**config.mk**
```make
export PLATFORM = sky130hd
export DESIGN_NAME = ictm_top
export DESIGN_NICKNAME = d
export VERILOG_FILES = /design/src/logic/ictm_pkg.sv /design/src/logic/ictm_rom.sv /design/src/logic/ictm_top.sv
export VERILOG_INCLUDE_DIRS = /design/src /design/src/logic
export SDC_FILE = /design/constraint.sdc
export NUM_CORES = 1
export LEC_CHECK = 0
export BUFFER_PORTS_ARGS = -buffer_cell sky130_fd_sc_hd__buf_4
export CAP_MARGIN = 20
export CORE_ASPECT_RATIO = 0.9
export CORE_MARGIN = 1.5
export CORE_UTILIZATION = 35
export CTS_CLUSTER_DIAMETER = 150
export DETAILED_ROUTE_END_ITERATION = 10
export SLEW_MARGIN = 5
export SYNTH_ARGS = -nofsm -noshare
export SYNTH_HDL_FRONTEND = slang
export SYNTH_SLANG_ARGS = --single-unit
```
**constraint.sdc**
```tcl
create_clock -name clk_sys -period 4.95 [get_ports clk_sys]
set_input_delay 0.99 -clock clk_sys [delete_from_list [all_inputs] [get_ports clk_sys]]
set_output_delay 0.99 -clock clk_sys [all_outputs]
set_load 0.05 [all_outputs]
```
**src/logic/ictm_consts.svh**
```systemverilog
// Timing figures and field codes for the instruction cycle timing model
`ifndef ICTM_CONSTS_SVH
`define ICTM_CONSTS_SVH
// Table geometry
`define ICTM_NUM_CASES 37
`define ICTM_IDX_W 6
`define ICTM_ROW_W 48
// Row field positions: best, cache, worst, rd, pf, wr (8 bits each)
`define ICTM_F_BEST 47:40
`define ICTM_F_CACHE 39:32
`define ICTM_F_WORST 31:24
`define ICTM_F_RD 23:16
`define ICTM_F_PF 15:8
`define ICTM_F_WR 7:0
// Field span limit for one operand cycle, in bytes
`define ICTM_ONE_CYCLE_BYTES 4'h4
// Stack copy scaling per operand transfer
`define ICTM_CLK_PER_XFER 8'h06
`define ICTM_RW_PER_XFER 8'h01
// Op codes
`define ICTM_OP_FIELD_TEST 5'h00
`define ICTM_OP_FIELD_TOGGLE 5'h01
`define ICTM_OP_FIELD_CLEAR 5'h02
`define ICTM_OP_FIELD_SET 5'h03
`define ICTM_OP_FIELD_EXTS 5'h04
`define ICTM_OP_FIELD_EXTU 5'h05
`define ICTM_OP_FIELD_INSERT 5'h06
`define ICTM_OP_FIELD_FFO 5'h07
`define ICTM_OP_BR_TAKEN 5'h08
`define ICTM_OP_BR_NT_B 5'h09
`define ICTM_OP_BR_NT_W 5'h0a
`define ICTM_OP_BR_NT_L 5'h0b
`define ICTM_OP_DEC_NOT_EXP 5'h0c
`define ICTM_OP_DEC_EXP 5'h0d
`define ICTM_OP_DEC_TRUE 5'h0e
`define ICTM_OP_CALL_T0 5'h0f
`define ICTM_OP_CALL_T1_NC 5'h10
`define ICTM_OP_CALL_T1_NC2 5'h11
`define ICTM_OP_CALL_T1_COPY 5'h12
`define ICTM_OP_CAS_OK 5'h13
`define ICTM_OP_CAS_FAIL 5'h14
`define ICTM_OP_CASD_OK 5'h15
`define ICTM_OP_CASD_FAIL 5'h16
`define ICTM_OP_JUMP 5'h17
`define ICTM_OP_JSUB 5'h18
`define ICTM_OP_SHIFT 5'h19
// Table index bases
`define ICTM_IDX_FIELD 6'h00
`define ICTM_IDX_BR 6'h18
`define ICTM_IDX_CTRL 6'h1f
// Row step per field op and row offsets of the memory forms
`define ICTM_ROWS_PER_FIELD 6'h3
`define ICTM_ROW_MEM_ONE 6'h1
`define ICTM_ROW_MEM_TWO 6'h2
// Stack copy call row and the 5/8/8 register row used for shifts
`define ICTM_IDX_COPY 6'h22
`define ICTM_IDX_SHIFT 6'h0c
`endif

```
**src/logic/ictm_pkg.sv**
```systemverilog
// Types shared by the instruction cycle timing model
package ictm_pkg;
   // Request decode state
   typedef enum logic [2:0] {
      ICTM_IDLE = 3'b001,
      ICTM_LOOK = 3'b010,
      ICTM_DONE = 3'b100
   } ictm_state_t;
   // Register state of the top module
   typedef struct packed {
      ictm_state_t st;
      logic [5:0] idx;
      logic [7:0] xfer;
      logic addr_add;
      logic valid;
      logic [7:0] best;
      logic [7:0] cache;
      logic [7:0] worst;
      logic [7:0] rd;
      logic [7:0] pf;
      logic [7:0] wr;
      logic add_ea;
   } ictm_regs_t;
endpackage

```
**src/logic/ictm_rom.sv**
```systemverilog
// Timing table held as a registered lookup
`timescale 1ns/1ps
`include "ictm_consts.svh"
module ictm_rom
   import ictm_pkg::*;
(
   // Clock and reset
   input wire logic clk_sys,
   input wire logic rst_n,
   // Lookup
   input wire logic [5:0] idx,
   output logic [47:0] row_q
);
   logic [47:0] row_d; // Row chosen this cycle
   // Table: best, cache, worst, r, p, w
   always_comb begin
      case (idx)
         6'h00: row_d = 48'h03_06_07_00_01_00;
         6'h01: row_d = 48'h0b_0b_0c_01_01_00;
         6'h02: row_d = 48'h0f_0f_10_02_01_00;
         6'h03: row_d = 48'h09_0c_0c_00_01_00;
         6'h04: row_d = 48'h10_10_10_01_01_01;
         6'h05: row_d = 48'h18_18_18_02_01_02;
         6'h06: row_d = 48'h09_0c_0c_00_01_00;
         6'h07: row_d = 48'h10_10_10_01_01_01;
         6'h08: row_d = 48'h18_18_18_02_01_02;
         6'h09: row_d = 48'h09_0c_0c_00_01_00;
         6'h0a: row_d = 48'h10_10_10_01_01_01;
         6'h0b: row_d = 48'h18_18_18_02_01_02;
         6'h0c: row_d = 48'h05_08_08_00_01_00;
         6'h0d: row_d = 48'h0d_0d_0d_01_01_00;
         6'h0e: row_d = 48'h12_12_12_02_01_00;
         6'h0f: row_d = 48'h05_08_08_00_01_00;
         6'h10: row_d = 48'h0d_0d_0d_01_01_00;
         6'h11: row_d = 48'h12_12_12_02_01_00;
         6'h12: row_d = 48'h07_0a_0a_00_01_00;
         6'h13: row_d = 48'h0e_0e_0f_01_01_01;
         6'h14: row_d = 48'h14_14_15_02_01_02;
         6'h15: row_d = 48'h0f_12_12_00_01_00;
         6'h16: row_d = 48'h18_18_18_01_01_00;
         6'h17: row_d = 48'h20_20_20_02_01_00;
         6'h18: row_d = 48'h03_06_09_00_02_00;
         6'h19: row_d = 48'h01_04_05_00_01_00;
         6'h1a: row_d = 48'h03_06_07_00_01_00;
         6'h1b: row_d = 48'h03_06_09_00_02_00;
         6'h1c: row_d = 48'h03_06_09_00_02_00;
         6'h1d: row_d = 48'h07_0a_0a_00_03_00;
         6'h1e: row_d = 48'h03_06_07_00_01_00;
         6'h1f: row_d = 48'h1c_1e_24_02_02_06;
         6'h20: row_d = 48'h30_32_38_05_02_08;
         6'h21: row_d = 48'h37_39_40_06_02_08;
         6'h22: row_d = 48'h3f_41_47_07_02_08;
         6'h23: row_d = 48'h0f_0f_10_01_01_01;
         6'h24: row_d = 48'h0c_0c_0d_01_01_00;
         6'h25: row_d = 48'h17_19_1c_02_02_02;
         6'h26: row_d = 48'h13_16_19_02_02_00;
         6'h27: row_d = 48'h01_04_07_00_02_00;
         6'h28: row_d = 48'h03_05_0b_00_02_01;
         default: row_d = 48'h00_00_00_00_00_00;
      endcase
   end
   // Registered read data
   always_ff @(posedge clk_sys or negedge rst_n) begin
      if (!rst_n) begin
         row_q <= 48'h0;
      end else begin
         row_q <= row_d;
      end
   end
endmodule // ictm_rom

```
**src/logic/ictm_top.sv**
```systemverilog
// Instruction cycle timing model: per case clock and bus cycle counts
//
// What this block does
// [RULE1] 32-bit field over five bytes: two operand cycles
// [RULE2] Field within four bytes: one operand cycle
// [RULE3] Decrement-branch, not expired: 3/6/9, two prefetches
// [RULE4] Decrement-branch, expired: 7/10/10, three prefetches
// [RULE5] Stack copy call: 63+6n, reads 7+n, writes 8+n
// [RULE6] Memory field and single swap: add address time
// [RULE7] Jump adds address time; 1/4/7
// [RULE8] Branch timings complete; taken 3/6/9
// [RULE9] Bus cycles are inside the total count
// [RULE10] Copy term scales with transfer count
// [RULE11] Shift count never changes shift timing
// [RULE12] Report best, cache, worst and r/p/w counts
`timescale 1ns/1ps
`include "ictm_consts.svh"
module ictm_top
   import ictm_pkg::*;
(
   // Clock and reset
   input wire logic clk_sys,
   input wire logic rst_n,
   // Request
   input wire logic req_valid,
   input wire logic [4:0] req_op,
   input wire logic req_mem,
   input wire logic [3:0] req_span_bytes,
   input wire logic [7:0] req_xfers,
   input wire logic [5:0] req_shift_count,
   // Answer
   output logic res_valid,
   output logic [7:0] res_best,
   output logic [7:0] res_cache,
   output logic [7:0] res_worst,
   output logic [7:0] res_rd,
   output logic [7:0] res_pf,
   output logic [7:0] res_wr,
   output logic res_add_ea
);
   // =====================================================
   // Operation
   // =====================================================
   // Request taken on a rising edge while idle
   // Same edge: table row ready
   // Edge after: res_valid high for one cycle
   // Answer fields held until the next answer
   // Requests while busy dropped, with no sign
   // Callers keep three cycles between requests
   //
   // Totals: best case, cache case, worst case
   // Read, prefetch and write counts sit inside the totals
   // Never added on top of them
   // Prefetch count is the worst case one
   // Best and cache cases fetch nothing
   //
   // res_add_ea: caller must still add an address time
   // Set for memory field ops
   // Set for single compare-and-swap
   // Set for both jump forms
   // Clear for branches, complete as they stand
   //
   // Stack copy term wraps at eight bits
   // Large transfer counts give totals modulo 256
   // Wider answers need wider answer fields
   //
   // Stray codes past the last row read as zero
   // Zero answer rather than a stale one
   //
   // One clock; reset asynchronous, active low
   // Inputs come from logic on this clock
   // Hence no synchroniser on the request lines

   // =====================================================
   // State
   // =====================================================
   ictm_regs_t q; // Registered state
   ictm_regs_t d; // Next state
   logic [47:0] row; // Table row for q.idx
   logic [5:0] idx_n; // Decoded table index
   logic ea_n; // Address time to be added
   logic [7:0] scale_clk; // Per-transfer clock term
   logic [7:0] scale_rw; // Per-transfer bus term
   // State register: sequencer, latched request, answer fields
   // Only the answer fields and strobe reach the ports

   // Table lookup
   // Row comes out of a register: valid one edge after the index
   // Decode presents the new index in the cycle of the take
   ictm_rom u_rom (
      .clk_sys(clk_sys),
      .rst_n(rst_n),
      .idx(idx_n),
      .row_q(row)
   );

   // =====================================================
   // Decode
   // =====================================================
   // Row map, one row per case
   // Rows 00-17: field ops, three rows each
   // Order per op: register, one cycle, two cycles
   // Rows 18-1e: branches and decrement-branches
   // Rows 1f-28: module calls, swaps and jumps
   // Codes past the jump forms: shifts
   // Shift count never reaches the index
   // Map a request onto a table row
   always_comb begin
      idx_n = q.idx;
      ea_n = 1'b0;
      // Only an idle sequencer decodes; else hold the index
      if (req_valid && q.st == ICTM_IDLE) begin
         if (req_op <= `ICTM_OP_FIELD_FFO) begin
            // Three rows per field op: register, one cycle, two cycles
            idx_n = 6'(req_op) * `ICTM_ROWS_PER_FIELD;
            // Register form stays on the first row
            if (req_mem) begin
               ea_n = 1'b1; // [RULE6]
               if (req_span_bytes > `ICTM_ONE_CYCLE_BYTES) begin
                  idx_n = idx_n + `ICTM_ROW_MEM_TWO; // [RULE1]
               end else begin
                  idx_n = idx_n + `ICTM_ROW_MEM_ONE; // [RULE2]
               end
            end
         end else if (req_op <= `ICTM_OP_DEC_TRUE) begin
            // Branch rows carry no added address time
            idx_n = `ICTM_IDX_BR + 6'(req_op - `ICTM_OP_BR_TAKEN); // [RULE8] [RULE3] [RULE4]
         end else if (req_op <= `ICTM_OP_JSUB) begin
            idx_n = `ICTM_IDX_CTRL + 6'(req_op - `ICTM_OP_CALL_T0);
            // Single swap and jumps add address time
            ea_n = (req_op == `ICTM_OP_CAS_OK) || (req_op == `ICTM_OP_CAS_FAIL)
               || (req_op == `ICTM_OP_JUMP) || (req_op == `ICTM_OP_JSUB); // [RULE6] [RULE7]
         end else begin
            // Shift: count is ignored, shared 5/8/8 register row
            idx_n = `ICTM_IDX_SHIFT; // [RULE11]
         end
      end
   end

   // Copy call: the only row with a variable term
   // Six clocks per operand transfer
   // One read and one write per transfer
   // Product cut to eight bits on purpose
   // Stack-copy variable term
   always_comb begin
      if (q.idx == `ICTM_IDX_COPY) begin
         scale_clk = 8'(q.xfer * `ICTM_CLK_PER_XFER); // [RULE5] [RULE10]
         scale_rw = 8'(q.xfer * `ICTM_RW_PER_XFER); // [RULE10]
      end else begin
         // No variable term for other rows
         scale_clk = 8'h00;
         scale_rw = 8'h00;
      end
   end

   // =====================================================
   // Sequencer
   // =====================================================
   // Idle, wait for table row, present result for one cycle
   // Idle: latch index, transfer count, address flag
   // Table registers its row on that same edge
   // Look: add variable term, load answer fields
   // Done: strobe falls, which spaces requests
   // Other codes: back to idle
   always_comb begin
      d = q;
      d.valid = 1'b0;
      case (q.st)
         ICTM_IDLE: begin
            // Take a request only here
            if (req_valid) begin
               d.idx = idx_n;
               d.xfer = req_xfers;
               d.addr_add = ea_n;
               d.st = ICTM_LOOK;
            end
         end
         ICTM_LOOK: begin
            // Bus cycles already counted within totals
            // Prefetch never scales with transfers
            d.best = row[`ICTM_F_BEST] + scale_clk; // [RULE9] [RULE12]
            d.cache = row[`ICTM_F_CACHE] + scale_clk; // [RULE12]
            d.worst = row[`ICTM_F_WORST] + scale_clk; // [RULE12]
            d.rd = row[`ICTM_F_RD] + scale_rw; // [RULE5]
            d.pf = row[`ICTM_F_PF];
            d.wr = row[`ICTM_F_WR] + scale_rw; // [RULE5]
            d.add_ea = q.addr_add;
            d.valid = 1'b1;
            d.st = ICTM_DONE;
         end
         ICTM_DONE: begin
            // Strobe falls
            d.st = ICTM_IDLE;
         end
         default: begin
            // Unused code: recover
            d.st = ICTM_IDLE;
         end
      endcase
   end

   // State register
   // Asynchronous reset clears every field but st, which loads ICTM_IDLE
   // All outputs read zero until the first answer
   always_ff @(posedge clk_sys or negedge rst_n) begin
      if (!rst_n) begin
         q <= '{st: ICTM_IDLE, default: '0};
      end else begin
         q <= d;
      end
   end

   // Outputs straight from flops
   // One state field per port
   // No logic between flop and pin
   assign res_valid = q.valid;
   assign res_best = q.best;
   assign res_cache = q.cache;
   assign res_worst = q.worst;
   assign res_rd = q.rd;
   assign res_pf = q.pf;
   assign res_wr = q.wr;
   assign res_add_ea = q.add_ea;
endmodule // ictm_top

```
==> results.json <==
{
  "max-slew-margin-rel": 0.2077,
  "firstDrtPassIters": 6,
  "clock_latency_ns": 0.34,
  "seq_area_um2": 2253,
  "finalMaxSlewViolations": 0,
  "r2r-end": "u_rom.row_q[43]$_DFF_PN0_",
  "design.core.area_um2": 18350,
  "grt_overflow": 0,
  "first_global_vias": 5009,
  "via_per_inst": 5.191,
  "dieArea_um2": 19550,
  "setup_tns_ns": 0,
  "postSynthAreaPerCell_um2": 8.564,
  "p_total_mw": 4.759,
  "port_buffers": 64,
  "min_path_cells": 2,
  "die_x_um": 147.2,
  "wirelength_mm": 16.03,
  "rsz0062_at_grt": "no",
  "hold_path.class": "flop to flop",
  "ys_types": 71,
  "synth_enable_flop_cells": 0,
  "antenna_cells": 0,
  "io_pins": 77,
  "syn_to_final_growth_pct": 10.31,
  "wire_per_inst_um": 15.67,
  "finalCriticalPeriod_ns": 4.211,
  "max_freq_mhz": 237.4,
  "synth_area_leaders": "dfrtp_1, ha_1, nand2_1",
  "finalHoldViolCount": 0,
  "num-nets-final": 860,
  "place_hpwl_mm": 11.83,
  "num_rows": 47,
  "multi_input_area_um2": 3652,
  "async_reset_ff_frac": 1.000,
  "max-clock-path-buffers": 2,
  "route.vias.total": 5310,
  "period_share": 0.8508,
  "reg2reg_from": "q[65]$_DFFE_PN1P_",
  "worst_setup_path_end_kind": "flop",
  "antenna_left": 0,
  "drt-initial-drc-count": 365,
  "drv_cap": 0,
  "cts_buffers": 9,
  "cp.arrival_ns": 4.38,
  "yosysWarnings": 0,
  "htree_levels": 3,
  "ys_seq_area_frac": 0.3440,
  "die_y_um": 132.8,
  "cts_setup_buffers": 0,
  "netlist_area_um2": 6551,
  "reg2reg_depth": 11,
  "grt_pass1_wl_mm": 26.60,
  "clk_pin_slew_worst_paths_ns": 0.07,
  "outcome": "finished clean",
  "ctsHoldBuffers": 0,
  "power_density_nw_per_um2": 658.5,
  "crit_type": "primary input to flop",
  "tightest_slew_ns": 1.178,
  "cp_max_fo": 13,
  "antenna_found_initial": 0,
  "clock_sinks": 90,
  "grt_usage": 0.1690,
  "hp-start": "u_rom.row_q[32]$_DFF_PN0_",
  "yosysTopAreaCell": "dfrtp_1",
  "cts_root_buf": "clkbuf_16",
  "setup_viol": 0,
  "place_congestion": 0.9365,
  "ir_drop_mv": 0.2773,
  "netlist_instances": 765,
  "power.static_leakage_nw": 3.558,
  "post_cts_resized": 0,
  "fill_cells": 1878,
  "ys_ff_latch": 90,
  "regToRegSetupSlack_ns": 1.26,
  "drc": 0,
  "synth_top_area_frac": 0.3400,
  "hold_end": "res_cache[0]$_DFFE_PN0P_",
  "start_util": 0.3571,
  "grt_max_degree": 66,
  "crit_required_ns": 5.12,
  "synth_ff_type": "dfrtp_1",
  "fin_skew_ns": 0.01014,
  "drive_gt1_frac": 0.1375,
  "cts_tree": "yes",
  "critPathLaunchType": "primary input"
}
-- cell type report --
| class | instances | share of cell area |
|---|---|---|
| Multi-Input combinational cell | 560 | 0.5054 |
| Sequential cell | 90 | 0.3118 |
| Timing Repair Buffer | 81 | 0.08414 |
| Tap cell | 245 | 0.04242 |
| Clock buffer | 11 | 0.03220 |
| Inverter | 31 | 0.01645 |
| Clock inverter | 5 | 0.007618 |
-- placed cells by master (no fill, tap or decap), types with 7 or more instances in the layout --
master | synthesis | routed
a21o_1 | 21 | 21
o21ai_0 | 53 | 53
o211ai_1 | 9 | 9
xnor2_1 | 20 | 20
fa_1 | 7 | 7
and2_1 | 7 | 7
nand2b_1 | 9 | 9
a211oi_1 | 7 | 7
buf_4 | 50 | 80
nand2_1 | 150 | 149
nor3_1 | 10 | 10
nor2_1 | 40 | 40
nand3_1 | 15 | 15
ha_1 | 53 | 53
clkbuf_16 | 0 | 9
a21oi_1 | 38 | 38
xor2_1 | 14 | 14
inv_1 | 28 | 28
dfrtp_1 | 89 | 89
-- layer usage --
| layer | global-route usage | up-vias | part of all wire | wire length [µm] |
|---|---|---|---|---|
| met3 | 0.02241 | 33 | 0.058 | 922 |
| li1 | - | 2611 | - | - |
| met1 | 0.2446 | 2497 | 0.47 | 7551 |
| met2 | 0.2574 | 169 | 0.45 | 7193 |
| met5 | 0 | - | 0 | 0 |
| met4 | 0.06056 | 0 | 0.023 | 365 |
-- kinds of logic (layout without fill, tap and decap cells) --
family | after synthesis | after routing | share of synthesized area
other | 1 | 6 | 0.0005724
AOI/OAI and AO/OA | 192 | 192 | 0.1948
DFF | 90 | 90 | 0.3440
adders and majority gates | 60 | 60 | 0.1226
buffers and inverters | 120 | 128 | 0.1018
muxes | 7 | 7 | 0.01127
xor gates and xnor gates | 35 | 35 | 0.04889
and+or+nand+nor | 260 | 260 | 0.1761
-- critical path: stages --
cell and delay (ns):
buf_4 0.14, inv_1 0.10, ha_1 0.42, nand2_1 0.17, nor3_1 0.40, a22oi_1 0.17, o31ai_2 0.12, buf_4 0.25
ha_1 0.45, nand2_1 0.27, a21oi_1 0.09, a2111oi_0 0.68, a211oi_1 0.12
-- power breakdown --
group	internal, mW	total, mW	switching (mW)
registers	1.01	1.18	0.173
clock network	0.390	0.659	0.270
logic	0.977	2.91	1.94
total	2.38	4.76	2.38
-- registers in the layout (all words and copies together), names as in the netlist --
name	count
res_pf	2
q	18
res_best	8
res_valid	1
res_cache	8
res_add_ea	1
u_rom.row_q	28
res_rd	8
res_wr	8
res_worst	8
-- cells in the mapped netlist, drive strengths merged (2+ instances only) --
cell type    n
nand2      150
dfrtp       89
buf         68
o21ai       55
ha          53
nor2        40
a21oi       38
inv         30
a21o        21
clkbuf      21
xnor2       20
nand3       15
xor2        14
nor3        10
nand2b       9
o211ai       9
a211oi       7
and2         7
fa           7
and3         6
or3          6
a31oi        5
nor2b        5
nor3b        5
o22ai        5
o31ai        5
a2111oi      4
a22oi        4
mux2i        4
o221ai       4
a21boi       3
mux2         3
nand4bb      3
o21bai       3
o31a         3
a221o        2
a221oi       2
a311oi       2
a32oi        2
nand4        2
o211a        2
o21a         2
o32ai        2
-- per-stage QoR --
| step | utilization | hold slack [ns] | std cells | cell area [µm²] | setup WS [ns] |
|---|---|---|---|---|---|
| final | 0.3939 | 0.4350 | 1023 | 7227 | 0.7385 |
| after global routing | 0.3939 | 0.4605 | 1023 | 7227 | 0.5291 |
| after global placement | 0.3778 | 0.4218 | 1006 | 6932 | 0.4595 |
| after floorplan | - | 0.4143 | 770 | 6570 | 1.060 |
| after CTS | 0.3935 | 0.4346 | 1022 | 7219 | 0.8531 |
| after detailed placement | 0.3778 | 0.4235 | 1006 | 6932 | 0.5085 |
-- how the worst max path moves through the flow --
stage | start | endpoint | slack, ns
6_report | req_op[3] | u_rom.row_q[43]$_DFF_PN0_ | 0.74
5_1_grt | req_op[3] | u_rom.row_q[43]$_DFF_PN0_ | 0.53
4_1_cts | req_op[3] | u_rom.row_q[43]$_DFF_PN0_ | 0.85
3_5_place_dp | req_op[3] | u_rom.row_q[43]$_DFF_PN0_ | 0.51
3_3_place_gp | req_op[3] | u_rom.row_q[43]$_DFF_PN0_ | 0.46
2_1_floorplan | req_op[0] | u_rom.row_q[27]$_DFF_PN0_ | 1.06
(Power assumes the default switching activity.)
